--- src/design/ltmc_pkg.sv ---
// Package of register map, field positions and reset values for the loop-through monitor control
package ltmc_pkg;

    // ****************************************************************
    // Register indices (byte address is four times the index)
    // ****************************************************************
    localparam logic [6:0] IDX_PORT_SELECT_SINGLE = 7'h52;
    localparam logic [6:0] IDX_DRIVER_ENABLE      = 7'h56;
    localparam logic [6:0] IDX_MONITOR_ROUTE      = 7'h57;
    localparam logic [6:0] IDX_MONITOR_TX_POWER   = 7'h63;
    localparam logic [6:0] IDX_TEST_PATTERN       = 7'h64;
    localparam logic [6:0] IDX_MONITOR_STATUS     = 7'h66;

    // ****************************************************************
    // Field positions
    // ****************************************************************
    localparam int POS_SELECT_SINGLE   = 7;
    localparam int POS_DRIVER_ENABLE   = 3;
    localparam int POS_PAIR_LO         = 1;
    localparam int POS_TX_POWERDOWN    = 0;
    localparam int POS_PATTERN_ENABLE  = 0;
    localparam int POS_STAT_ACTIVE     = 0;
    localparam int POS_STAT_PORT1      = 1;
    localparam int POS_STAT_MISMATCH   = 2;
    localparam int POS_STAT_ORDER      = 3;

    // ****************************************************************
    // Reset values
    // ****************************************************************
    localparam logic [7:0] RST_SELECT_SINGLE = 8'h00;
    localparam logic [7:0] RST_DRIVER_ENABLE = 8'h00;
    localparam logic [7:0] RST_MONITOR_ROUTE = 8'h00;
    localparam logic [7:0] RST_TX_POWER      = 8'h00;
    localparam logic [7:0] RST_TEST_PATTERN  = 8'h10;

    // ****************************************************************
    // Monitor port select pair codes
    // ****************************************************************
    localparam logic [1:0] PAIR_PORT0 = 2'h1;
    localparam logic [1:0] PAIR_PORT1 = 2'h2;

    // Bus geometry
    localparam int BUS_DATA_W = 32;
    localparam int ADR_W_MIN  = 9;

endpackage : ltmc_pkg

--- src/design/ltmc_top.sv ---
// Register bank and monitor routing for the loop-through monitor output
`timescale 1ns/100ps
`default_nettype none
module ltmc_top
    import ltmc_pkg::*;
#(
    parameter int ADR_W = 9
) (
    input  wire logic                          ref_clk,
    input  wire logic                          rst,
    input  wire logic                          wb_cyc_i,
    input  wire logic                          wb_stb_i,
    input  wire logic                          wb_we_i,
    input  wire logic [ADR_W-1:0]              wb_adr_i,
    input  wire logic [3:0]                    wb_sel_i,
    input  wire logic [ltmc_pkg::BUS_DATA_W-1:0] wb_dat_i,
    output var  logic [ltmc_pkg::BUS_DATA_W-1:0] wb_dat_o,
    output var  logic                          wb_ack_o,
    input  wire logic                          link_input_port0,
    input  wire logic                          link_input_port1,
    output var  logic                          loop_through_monitor_output,
    output var  logic                          monitor_tx_powerdown,
    output var  logic                          test_pattern_enable,
    output var  logic                          monitor_port_select_single
);
    import ltmc_pkg::*;

    // ****************************************************************
    // Declarations
    // ****************************************************************
    logic [7:0]  selectSingle_reg;
    logic [7:0]  driverEnable_reg;
    logic [7:0]  monitorRoute_reg;
    logic [7:0]  txPower_reg;
    logic [7:0]  testPattern_reg;
    logic        ackNext;
    logic        wrStrobe;
    logic        wrLane0;
    logic [6:0]  regIndex;
    logic        hitSingle;
    logic        hitEnable;
    logic        hitRoute;
    logic        hitPower;
    logic        hitPattern;
    logic        hitStatus;
    logic [7:0]  readByte;
    logic [7:0]  statusByte;
    logic [1:0]  linkSync;
    logic        monitorActive;
    logic [1:0]  portSelectPair;
    logic        portSelectMismatch;
    logic        patternOrderFault;

    // Keeps only the defined bits of a written byte
    function automatic logic [7:0] ltmc_mask_write(input logic [7:0] data, input int pos,
                                                   input int width);
        logic [7:0] mask;
        mask = 8'h00;
        for (int i = 0; i < 8; i++)
            if (i >= pos && i < pos + width)
                mask[i] = 1'b1;
        return data & mask;
    endfunction : ltmc_mask_write

    // ****************************************************************
    // Wishbone decode
    // ****************************************************************
    assign regIndex   = wb_adr_i[8:2];
    assign ackNext    = wb_cyc_i && wb_stb_i && !wb_ack_o;
    // A write lands on the edge where the master sees ack
    assign wrStrobe   = wb_cyc_i && wb_stb_i && wb_we_i && wb_ack_o;
    assign wrLane0    = wrStrobe && wb_sel_i[0];
    assign hitSingle  = (regIndex == IDX_PORT_SELECT_SINGLE);
    assign hitEnable  = (regIndex == IDX_DRIVER_ENABLE);
    assign hitRoute   = (regIndex == IDX_MONITOR_ROUTE);
    assign hitPower   = (regIndex == IDX_MONITOR_TX_POWER);
    assign hitPattern = (regIndex == IDX_TEST_PATTERN);
    assign hitStatus  = (regIndex == IDX_MONITOR_STATUS);

    // ****************************************************************
    // Status and read mux
    // ****************************************************************
    assign portSelectPair     = monitorRoute_reg[POS_PAIR_LO+1:POS_PAIR_LO];
    // Flags software that broke the pairing of the two select fields
    assign portSelectMismatch = !((selectSingle_reg[POS_SELECT_SINGLE] == 1'b0 &&
                                   portSelectPair == PAIR_PORT0) ||
                                  (selectSingle_reg[POS_SELECT_SINGLE] == 1'b1 &&
                                   portSelectPair == PAIR_PORT1));
    // Flags the generator running with the monitor transmitter still powered
    assign patternOrderFault  = testPattern_reg[POS_PATTERN_ENABLE] &&
                                !txPower_reg[POS_TX_POWERDOWN];
    assign statusByte = {4'h0, patternOrderFault, portSelectMismatch,
                         selectSingle_reg[POS_SELECT_SINGLE], monitorActive};
    assign readByte   = hitSingle  ? selectSingle_reg :
                        hitEnable  ? driverEnable_reg :
                        hitRoute   ? monitorRoute_reg :
                        hitPower   ? txPower_reg      :
                        hitPattern ? testPattern_reg  :
                        hitStatus  ? statusByte       : 8'h00;

    // ****************************************************************
    // Bus answer: ack one cycle after the request, dropped next cycle
    // ****************************************************************
    always_ff @(posedge ref_clk)
    begin
        if (rst)
        begin
            wb_ack_o <= 1'b0;
            wb_dat_o <= '0;
        end
        else
        begin
            wb_ack_o <= ackNext;
            wb_dat_o <= ackNext ? {24'h000000, readByte} : '0;
        end
    end

    // ****************************************************************
    // Register writes
    // ****************************************************************
    always_ff @(posedge ref_clk)
    begin
        if (rst)
        begin
            selectSingle_reg <= RST_SELECT_SINGLE;
            driverEnable_reg <= RST_DRIVER_ENABLE;
            monitorRoute_reg <= RST_MONITOR_ROUTE;
            txPower_reg      <= RST_TX_POWER;
            testPattern_reg  <= RST_TEST_PATTERN;
        end
        else if (wrLane0)
        begin
            if (hitSingle)
                selectSingle_reg <= ltmc_mask_write(wb_dat_i[7:0], POS_SELECT_SINGLE, 1);
            if (hitEnable)
                driverEnable_reg <= ltmc_mask_write(wb_dat_i[7:0], POS_DRIVER_ENABLE, 1);
            if (hitRoute)
                monitorRoute_reg <= ltmc_mask_write(wb_dat_i[7:0], POS_PAIR_LO, 2);
            if (hitPower)
                txPower_reg <= ltmc_mask_write(wb_dat_i[7:0], POS_TX_POWERDOWN, 1);
            if (hitPattern)
                testPattern_reg <= wb_dat_i[7:0];
        end
    end

    // ****************************************************************
    // Control outputs, each from a flop
    // ****************************************************************
    always_ff @(posedge ref_clk)
    begin
        if (rst)
        begin
            monitor_tx_powerdown       <= 1'b0;
            test_pattern_enable        <= 1'b0;
            monitor_port_select_single <= 1'b0;
        end
        else
        begin
            monitor_tx_powerdown       <= txPower_reg[POS_TX_POWERDOWN];
            test_pattern_enable        <= testPattern_reg[POS_PATTERN_ENABLE];
            monitor_port_select_single <= selectSingle_reg[POS_SELECT_SINGLE];
        end
    end

    // ****************************************************************
    // Link input synchroniser and monitor driver
    // ****************************************************************
    ltmc_sync2 #(
        .WIDTH (2)
    ) u_sync (
        .ref_clk (ref_clk),
        .rst     (rst),
        .asyncIn ({link_input_port1, link_input_port0}),
        .syncOut (linkSync)
    );

    ltmc_monitor_drive u_drive (
        .ref_clk        (ref_clk),
        .rst            (rst),
        .portSelectPair (portSelectPair),
        .driverEnable   (driverEnable_reg[POS_DRIVER_ENABLE]),
        .txPowerDown    (monitor_tx_powerdown),
        .port0Data      (linkSync[0]),
        .port1Data      (linkSync[1]),
        .monitorOut     (loop_through_monitor_output),
        .monitorActive  (monitorActive)
    );

    initial
    begin
        if (ADR_W < ADR_W_MIN)
            $error("ltmc_top: ADR_W too small for the register map");
    end

    // ****************************************************************
    // Assertions
    // ****************************************************************
    property p_route_port0;
        @(posedge ref_clk) disable iff (rst)
        (driverEnable_reg[POS_DRIVER_ENABLE] && !monitor_tx_powerdown &&
         portSelectPair == PAIR_PORT0)
        |=> (loop_through_monitor_output == $past(linkSync[0]));
    endproperty
    a_route_port0: assert property (p_route_port0)
        else $error("monitor output does not follow port 0");

    property p_route_port1;
        @(posedge ref_clk) disable iff (rst)
        (driverEnable_reg[POS_DRIVER_ENABLE] && !monitor_tx_powerdown &&
         portSelectPair == PAIR_PORT1)
        |=> (loop_through_monitor_output == $past(linkSync[1]));
    endproperty
    a_route_port1: assert property (p_route_port1)
        else $error("monitor output does not follow port 1");

    property p_driver_off_idle;
        @(posedge ref_clk) disable iff (rst)
        !driverEnable_reg[POS_DRIVER_ENABLE] |=> !loop_through_monitor_output && !monitorActive;
    endproperty
    a_driver_off_idle: assert property (p_driver_off_idle)
        else $error("monitor output driven while driver disabled");

    property p_powerdown_write;
        @(posedge ref_clk) disable iff (rst)
        (wrLane0 && hitPower)
        |=> ##1 (monitor_tx_powerdown == $past(wb_dat_i[POS_TX_POWERDOWN], 2));
    endproperty
    a_powerdown_write: assert property (p_powerdown_write)
        else $error("power-down output does not follow its written bit");

    property p_powered_down_idle;
        @(posedge ref_clk) disable iff (rst)
        monitor_tx_powerdown |=> !monitorActive;
    endproperty
    a_powered_down_idle: assert property (p_powered_down_idle)
        else $error("monitor active while transmitter powered down");

    property p_enable_reset;
        @(posedge ref_clk) disable iff (rst)
        $past(rst) |-> !driverEnable_reg[POS_DRIVER_ENABLE] && !loop_through_monitor_output;
    endproperty
    a_enable_reset: assert property (p_enable_reset)
        else $error("driver enable not clear after reset");

    property p_single_select;
        @(posedge ref_clk) disable iff (rst)
        (wrLane0 && hitSingle)
        |=> ##1 (monitor_port_select_single == $past(wb_dat_i[POS_SELECT_SINGLE], 2));
    endproperty
    a_single_select: assert property (p_single_select)
        else $error("single select output does not follow its written bit");

    property p_pattern_enable;
        @(posedge ref_clk) disable iff (rst)
        (wrLane0 && hitPattern)
        |=> ##1 (test_pattern_enable == $past(wb_dat_i[POS_PATTERN_ENABLE], 2));
    endproperty
    a_pattern_enable: assert property (p_pattern_enable)
        else $error("pattern enable output does not follow its written bit");

    property p_undefined_pair_idle;
        @(posedge ref_clk) disable iff (rst)
        (portSelectPair == 2'h0 || portSelectPair == 2'h3)
        |=> !loop_through_monitor_output && !monitorActive;
    endproperty
    a_undefined_pair_idle: assert property (p_undefined_pair_idle)
        else $error("monitor output not idle for undefined pair select");

    property p_ack_single;
        @(posedge ref_clk) disable iff (rst)
        wb_ack_o |=> !wb_ack_o;
    endproperty
    a_ack_single: assert property (p_ack_single)
        else $error("ack held for more than one cycle");

    property p_ack_answer;
        @(posedge ref_clk) disable iff (rst)
        (wb_cyc_i && wb_stb_i && !wb_ack_o) |=> wb_ack_o;
    endproperty
    a_ack_answer: assert property (p_ack_answer)
        else $error("request not answered in the next cycle");

    property p_read_data_idle;
        @(posedge ref_clk) disable iff (rst)
        !wb_ack_o |-> (wb_dat_o == '0);
    endproperty
    a_read_data_idle: assert property (p_read_data_idle)
        else $error("read data not zero outside the ack cycle");

    property p_enable_write;
        @(posedge ref_clk) disable iff (rst)
        (wrLane0 && hitEnable)
        |=> (driverEnable_reg[POS_DRIVER_ENABLE] == $past(wb_dat_i[POS_DRIVER_ENABLE]));
    endproperty
    a_enable_write: assert property (p_enable_write)
        else $error("driver enable bit does not take its written value");

endmodule : ltmc_top
`default_nettype wire

--- src/design/ltmc_sync2.sv ---
// Two-flop synchroniser for link inputs arriving from outside the clock domain
`timescale 1ns/100ps
`default_nettype none
module ltmc_sync2 #(
    parameter int WIDTH = 2
) (
    input  wire logic             ref_clk,
    input  wire logic             rst,
    input  wire logic [WIDTH-1:0] asyncIn,
    output var  logic [WIDTH-1:0] syncOut
);
    logic [WIDTH-1:0] stage1_reg;

    // ****************************************************************
    // Synchroniser chain; first stage feeds only the second
    // ****************************************************************
    always_ff @(posedge ref_clk)
    begin
        if (rst)
        begin
            stage1_reg <= '0;
            syncOut    <= '0;
        end
        else
        begin
            stage1_reg <= asyncIn;
            syncOut    <= stage1_reg;
        end
    end

    initial
    begin
        if (WIDTH < 1)
            $error("ltmc_sync2: WIDTH must be at least 1");
    end
endmodule : ltmc_sync2
`default_nettype wire

--- src/design/ltmc_monitor_drive.sv ---
// Monitor output selector and driver gate for the loop-through path
`timescale 1ns/100ps
`default_nettype none
module ltmc_monitor_drive
    import ltmc_pkg::*;
(
    input  wire logic       ref_clk,
    input  wire logic       rst,
    input  wire logic [1:0] portSelectPair,
    input  wire logic       driverEnable,
    input  wire logic       txPowerDown,
    input  wire logic       port0Data,
    input  wire logic       port1Data,
    output var  logic       monitorOut,
    output var  logic       monitorActive
);
    logic selPort0;
    logic selPort1;
    logic driveOn;
    logic monitorNext;

    // Decode of the pair field; 00 and 11 select nothing
    assign selPort0    = (portSelectPair == PAIR_PORT0);
    assign selPort1    = (portSelectPair == PAIR_PORT1);
    // Driver only runs when enabled and the transmitter is powered
    assign driveOn     = driverEnable && !txPowerDown;
    assign monitorNext = driveOn && ((selPort0 && port0Data) || (selPort1 && port1Data));

    // ****************************************************************
    // Output flops; idle level is low
    // ****************************************************************
    always_ff @(posedge ref_clk)
    begin
        if (rst)
        begin
            monitorOut    <= 1'b0;
            monitorActive <= 1'b0;
        end
        else
        begin
            monitorOut    <= monitorNext;
            monitorActive <= driveOn && (selPort0 || selPort1);
        end
    end
endmodule : ltmc_monitor_drive
`default_nettype wire

--- config.mk ---
export PLATFORM = sky130hd
export DESIGN_NAME = ltmc_top
export DESIGN_NICKNAME = d
export VERILOG_FILES = /design/src/design/ltmc_pkg.sv /design/src/design/ltmc_top.sv /design/src/design/ltmc_sync2.sv /design/src/design/ltmc_monitor_drive.sv
export SDC_FILE = /design/constraint.sdc
export NUM_CORES = 1
export LEC_CHECK = 0
export ABC_AREA = 1
export BUFFER_PORTS_ARGS = -buffer_cell sky130_fd_sc_hd__buf_2
export CAP_MARGIN = 10
export CORE_UTILIZATION = 45
export DETAILED_ROUTE_END_ITERATION = 8
export PLACE_DENSITY_LB_ADDON = 0.3
export SYNTH_ARGS = -nofsm -noshare
export SYNTH_HDL_FRONTEND = slang
export SYNTH_HIERARCHICAL = 1
export SYNTH_SLANG_ARGS = --single-unit
--- constraint.sdc ---
create_clock -name ref_clk -period 3.47 [get_ports ref_clk]
set_clock_uncertainty 0.1 [all_clocks]
set_input_delay 0.1735 -clock ref_clk [delete_from_list [all_inputs] [get_ports ref_clk]]
set_output_delay 0.1735 -clock ref_clk [all_outputs]
set_load 0.05 [all_outputs]
==> impl_results.md <==
- Share of synthesized registers carrying an async set or reset: 0%
- Number of buffers created by CTS: 5
- Post-placement setup slack: between 1.5 and 2 ns
- Worst hold path class: primary input to flop
- Clock latency on the worst-skew pair: approximately 0.32 ns
- Pin count of the biggest net entering global routing: 16
- Via count of the first global-routing pass: about 1100
- Congestion Overflow GR: 0
- Die outline area: approximately 3700 um^2
- Startpoint types: flop
- Die Span X: 61.1 um
- DR DRC count: 0
- Setup repair after global routing missed its margin: false
- Pre-Repair DR Iteration Count: 4
- Cell row count: 21
- Reg-to-reg setup timing slack: around 1.8 ns
- Starting density of the core: a little under half
- Data arrival time of the worst path: around 1.8 ns
- Final-layout setup total negative slack: 0 ns
- WL per Instance: slightly below 9 um
- Share of the cycle needed by the critical path after routing: a little under half
- TritonCTS clock tree: done
- Buffer type at the clock tree root: sky130_fd_sc_hd__clkbuf_4
- Maximum fanout along the worst path: 15
- Area growth, synth to finish: 13.0%
- CTS resizes: 0
- Mean cell area of the mapped netlist: around 6.7 um^2
- Number of buffers added for setup after CTS: 0
- Post-synth top flop: sky130_fd_sc_hd__dfxtp_1
- Via total after detailed routing: around 1300
- Critical path data required time: roughly 3.6 ns
- Final Wtd Congestion: 0.879
- Number of failing setup endpoints in the final timing report: 0
- Clock-pin transition on the worst setup and hold timing paths: ~0.09 ns
- Fraction of layout instances using a drive strength above 1: between 10% and 20%
- Post-synth EDFFs: 0
- Sinks on Clock Net: 31
- Max-slew violations: 0
- Synth warn: 6
- Largest stage delay on the critical path: approximately 0.48 ns
- Number of hold violations in the final report: 0
- Layout net count: between 300 and 400
- Deepest clock path buffer count: 2
- Area of the mapped netlist: 1570 um^2
- Proportion of synthesized chip area in sequential cells: between 30% and 40%
- Highest-delay cell along the critical path: sky130_fd_sc_hd__nor2_2
- Antenna viol nets, final: 0
- Half-perimeter wire length of the detailed placement result: slightly above 2000 um
- Run status: finished clean
- Worst VDD drop: around 240 uV
- Start-to-end type of the worst setup path: flop to flop
- Global-route wire length before repair: about 4600 um
- Worst setup slack after layout: between 1.5 and 2 ns
- Slew of the pin with the lowest slew margin: about 0.60 ns
- Initial antenna violation count: 0
- Via density per instance: between 4 and 5
- H-Tree Level Count: 2
- Ordered cell list for the critical path: nand3_1 > nor2_2 > inv_1 > nor2_2 > nand2_1 > nand2_1 > nor2_1
- DRT Wirelength: around 2800 um
- Unique cell type count in the Yosys netlist: 20
- Most common cell after layout, fill and taps aside: sky130_fd_sc_hd__nor2_1
- Lkg Pwr: around 0.94 nW
- Number of design-rule violations left by the first detailed-router iteration: 37
- Number of I/O port buffers: 35
- Power density over the cells: 378 nW/um^2
- Core footprint: around 3300 um^2
- GRT Resource Usage Total: between 15 and 20%
- Flops & latches, synth: 31
- Count of pins on the block boundary: a little under 90
- Headroom to the max-slew limit: about three fifths
- Height of the chip: 61.1 um
- Number of inserted diodes: 0
- Highest attainable clock frequency: 611 MHz
- Critical path endpoint category: flop
- Count of mapped cells out of synthesis: 234
- Post-route minimum period: 1.64 ns
- Number of violations of the max-capacitance limit: 0
- Total of hold buffers inserted after clock tree synthesis: 3
- Most used cells in the layout excluding fill and tap cells: sky130_fd_sc_hd__nor2_1, sky130_fd_sc_hd__nand2_1, sky130_fd_sc_hd__inv_1, sky130_fd_sc_hd__buf_2, sky130_fd_sc_hd__dfxtp_1
## worst paths after layout
kind                             start                  end  cells past startpoint
hold reg to reg   u_sync/stage1_reg[0]    u_sync/syncOut[0]                      2
setup reg to reg              wb_ack_o  monitorRoute_reg[2]                      7
setup / recovery              wb_ack_o  monitorRoute_reg[2]                      7
hold / removal             wb_dat_i[6]   testPattern_reg[6]                      4
## cell usage after synthesis (2+ instances only)
cell type	instances	area [um^2]
sky130_fd_sc_hd__dfxtp_1	31	621
sky130_fd_sc_hd__nand3b_1	2	15.0
sky130_fd_sc_hd__nor2_2	5	31.3
sky130_fd_sc_hd__ha_1	2	25.0
sky130_fd_sc_hd__nand2_1	46	173
sky130_fd_sc_hd__inv_1	38	143
sky130_fd_sc_hd__nor2_1	47	176
sky130_fd_sc_hd__a21oi_1	3	15.0
sky130_fd_sc_hd__buf_4	24	180
sky130_fd_sc_hd__nand3_1	26	130
## routing by layer
metal / part of all wire, % / GRT usage [%]
met5: 0 / 0
met4: 1.5 / 6.82
met3: 6.9 / 6.30
met2: 44 / 27.3
met1: 48 / 21.3
## layout make-up
class	count	area, um^2
clock inverter	1	5.00
timing repair buffer	38	205
inverter	40	151
sequential	31	621
multi-input combinational	159	688
tap	46	57.6
fill	376	1560
clock buffer	6	51.3
## power by group
group,internal (W),leakage [nW],total (W),switching (W)
Combinational,0.0000188,0.650,0.000102,0.0000830
Clock,0.0000937,0.0341,0.000212,0.000118
Sequential,0.000358,0.251,0.000359,0.000000863
## cell families after synthesis
family | count (synthesis) | share of synthesized area [%]
buf+inv | 67 | 22.3
fa+ha+maj | 2 | 1.59
other cells | 1 | 0.238
flops | 31 | 39.4
compound gates | 4 | 1.43
simple gates | 129 | 35.0
## critical path, delay by kind of cell (launching register included)
family / cells / cell delay [ns]
buffers and inverters: 1 / 0.11
flip-flops: 1 / 0.37
AND/OR/NAND/NOR: 6 / 0.96
## metrics by stage
| stage | cell area, um^2 | utilization (%) | hold WS, ns | std cells | total power, W |
|---|---|---|---|---|---|
| 6_report | 1780 | 53.3 | 0.0481 | 321 | 0.000673 |
| 5_1_grt | 1780 | 53.3 | 0.0460 | 321 | 0.000707 |
| 4_1_cts | 1780 | 53.3 | 0.0383 | 321 | 0.000681 |
| 3_5_place_dp | 1690 | 50.7 | 0.277 | 311 | 0.000466 |
| 3_3_place_gp | 1690 | 50.7 | 0.274 | 311 | 0.000466 |
| 2_1_floorplan | 1660 | - | 0.145 | 257 | 0.000467 |
Power figures use the tool's default switching activity.
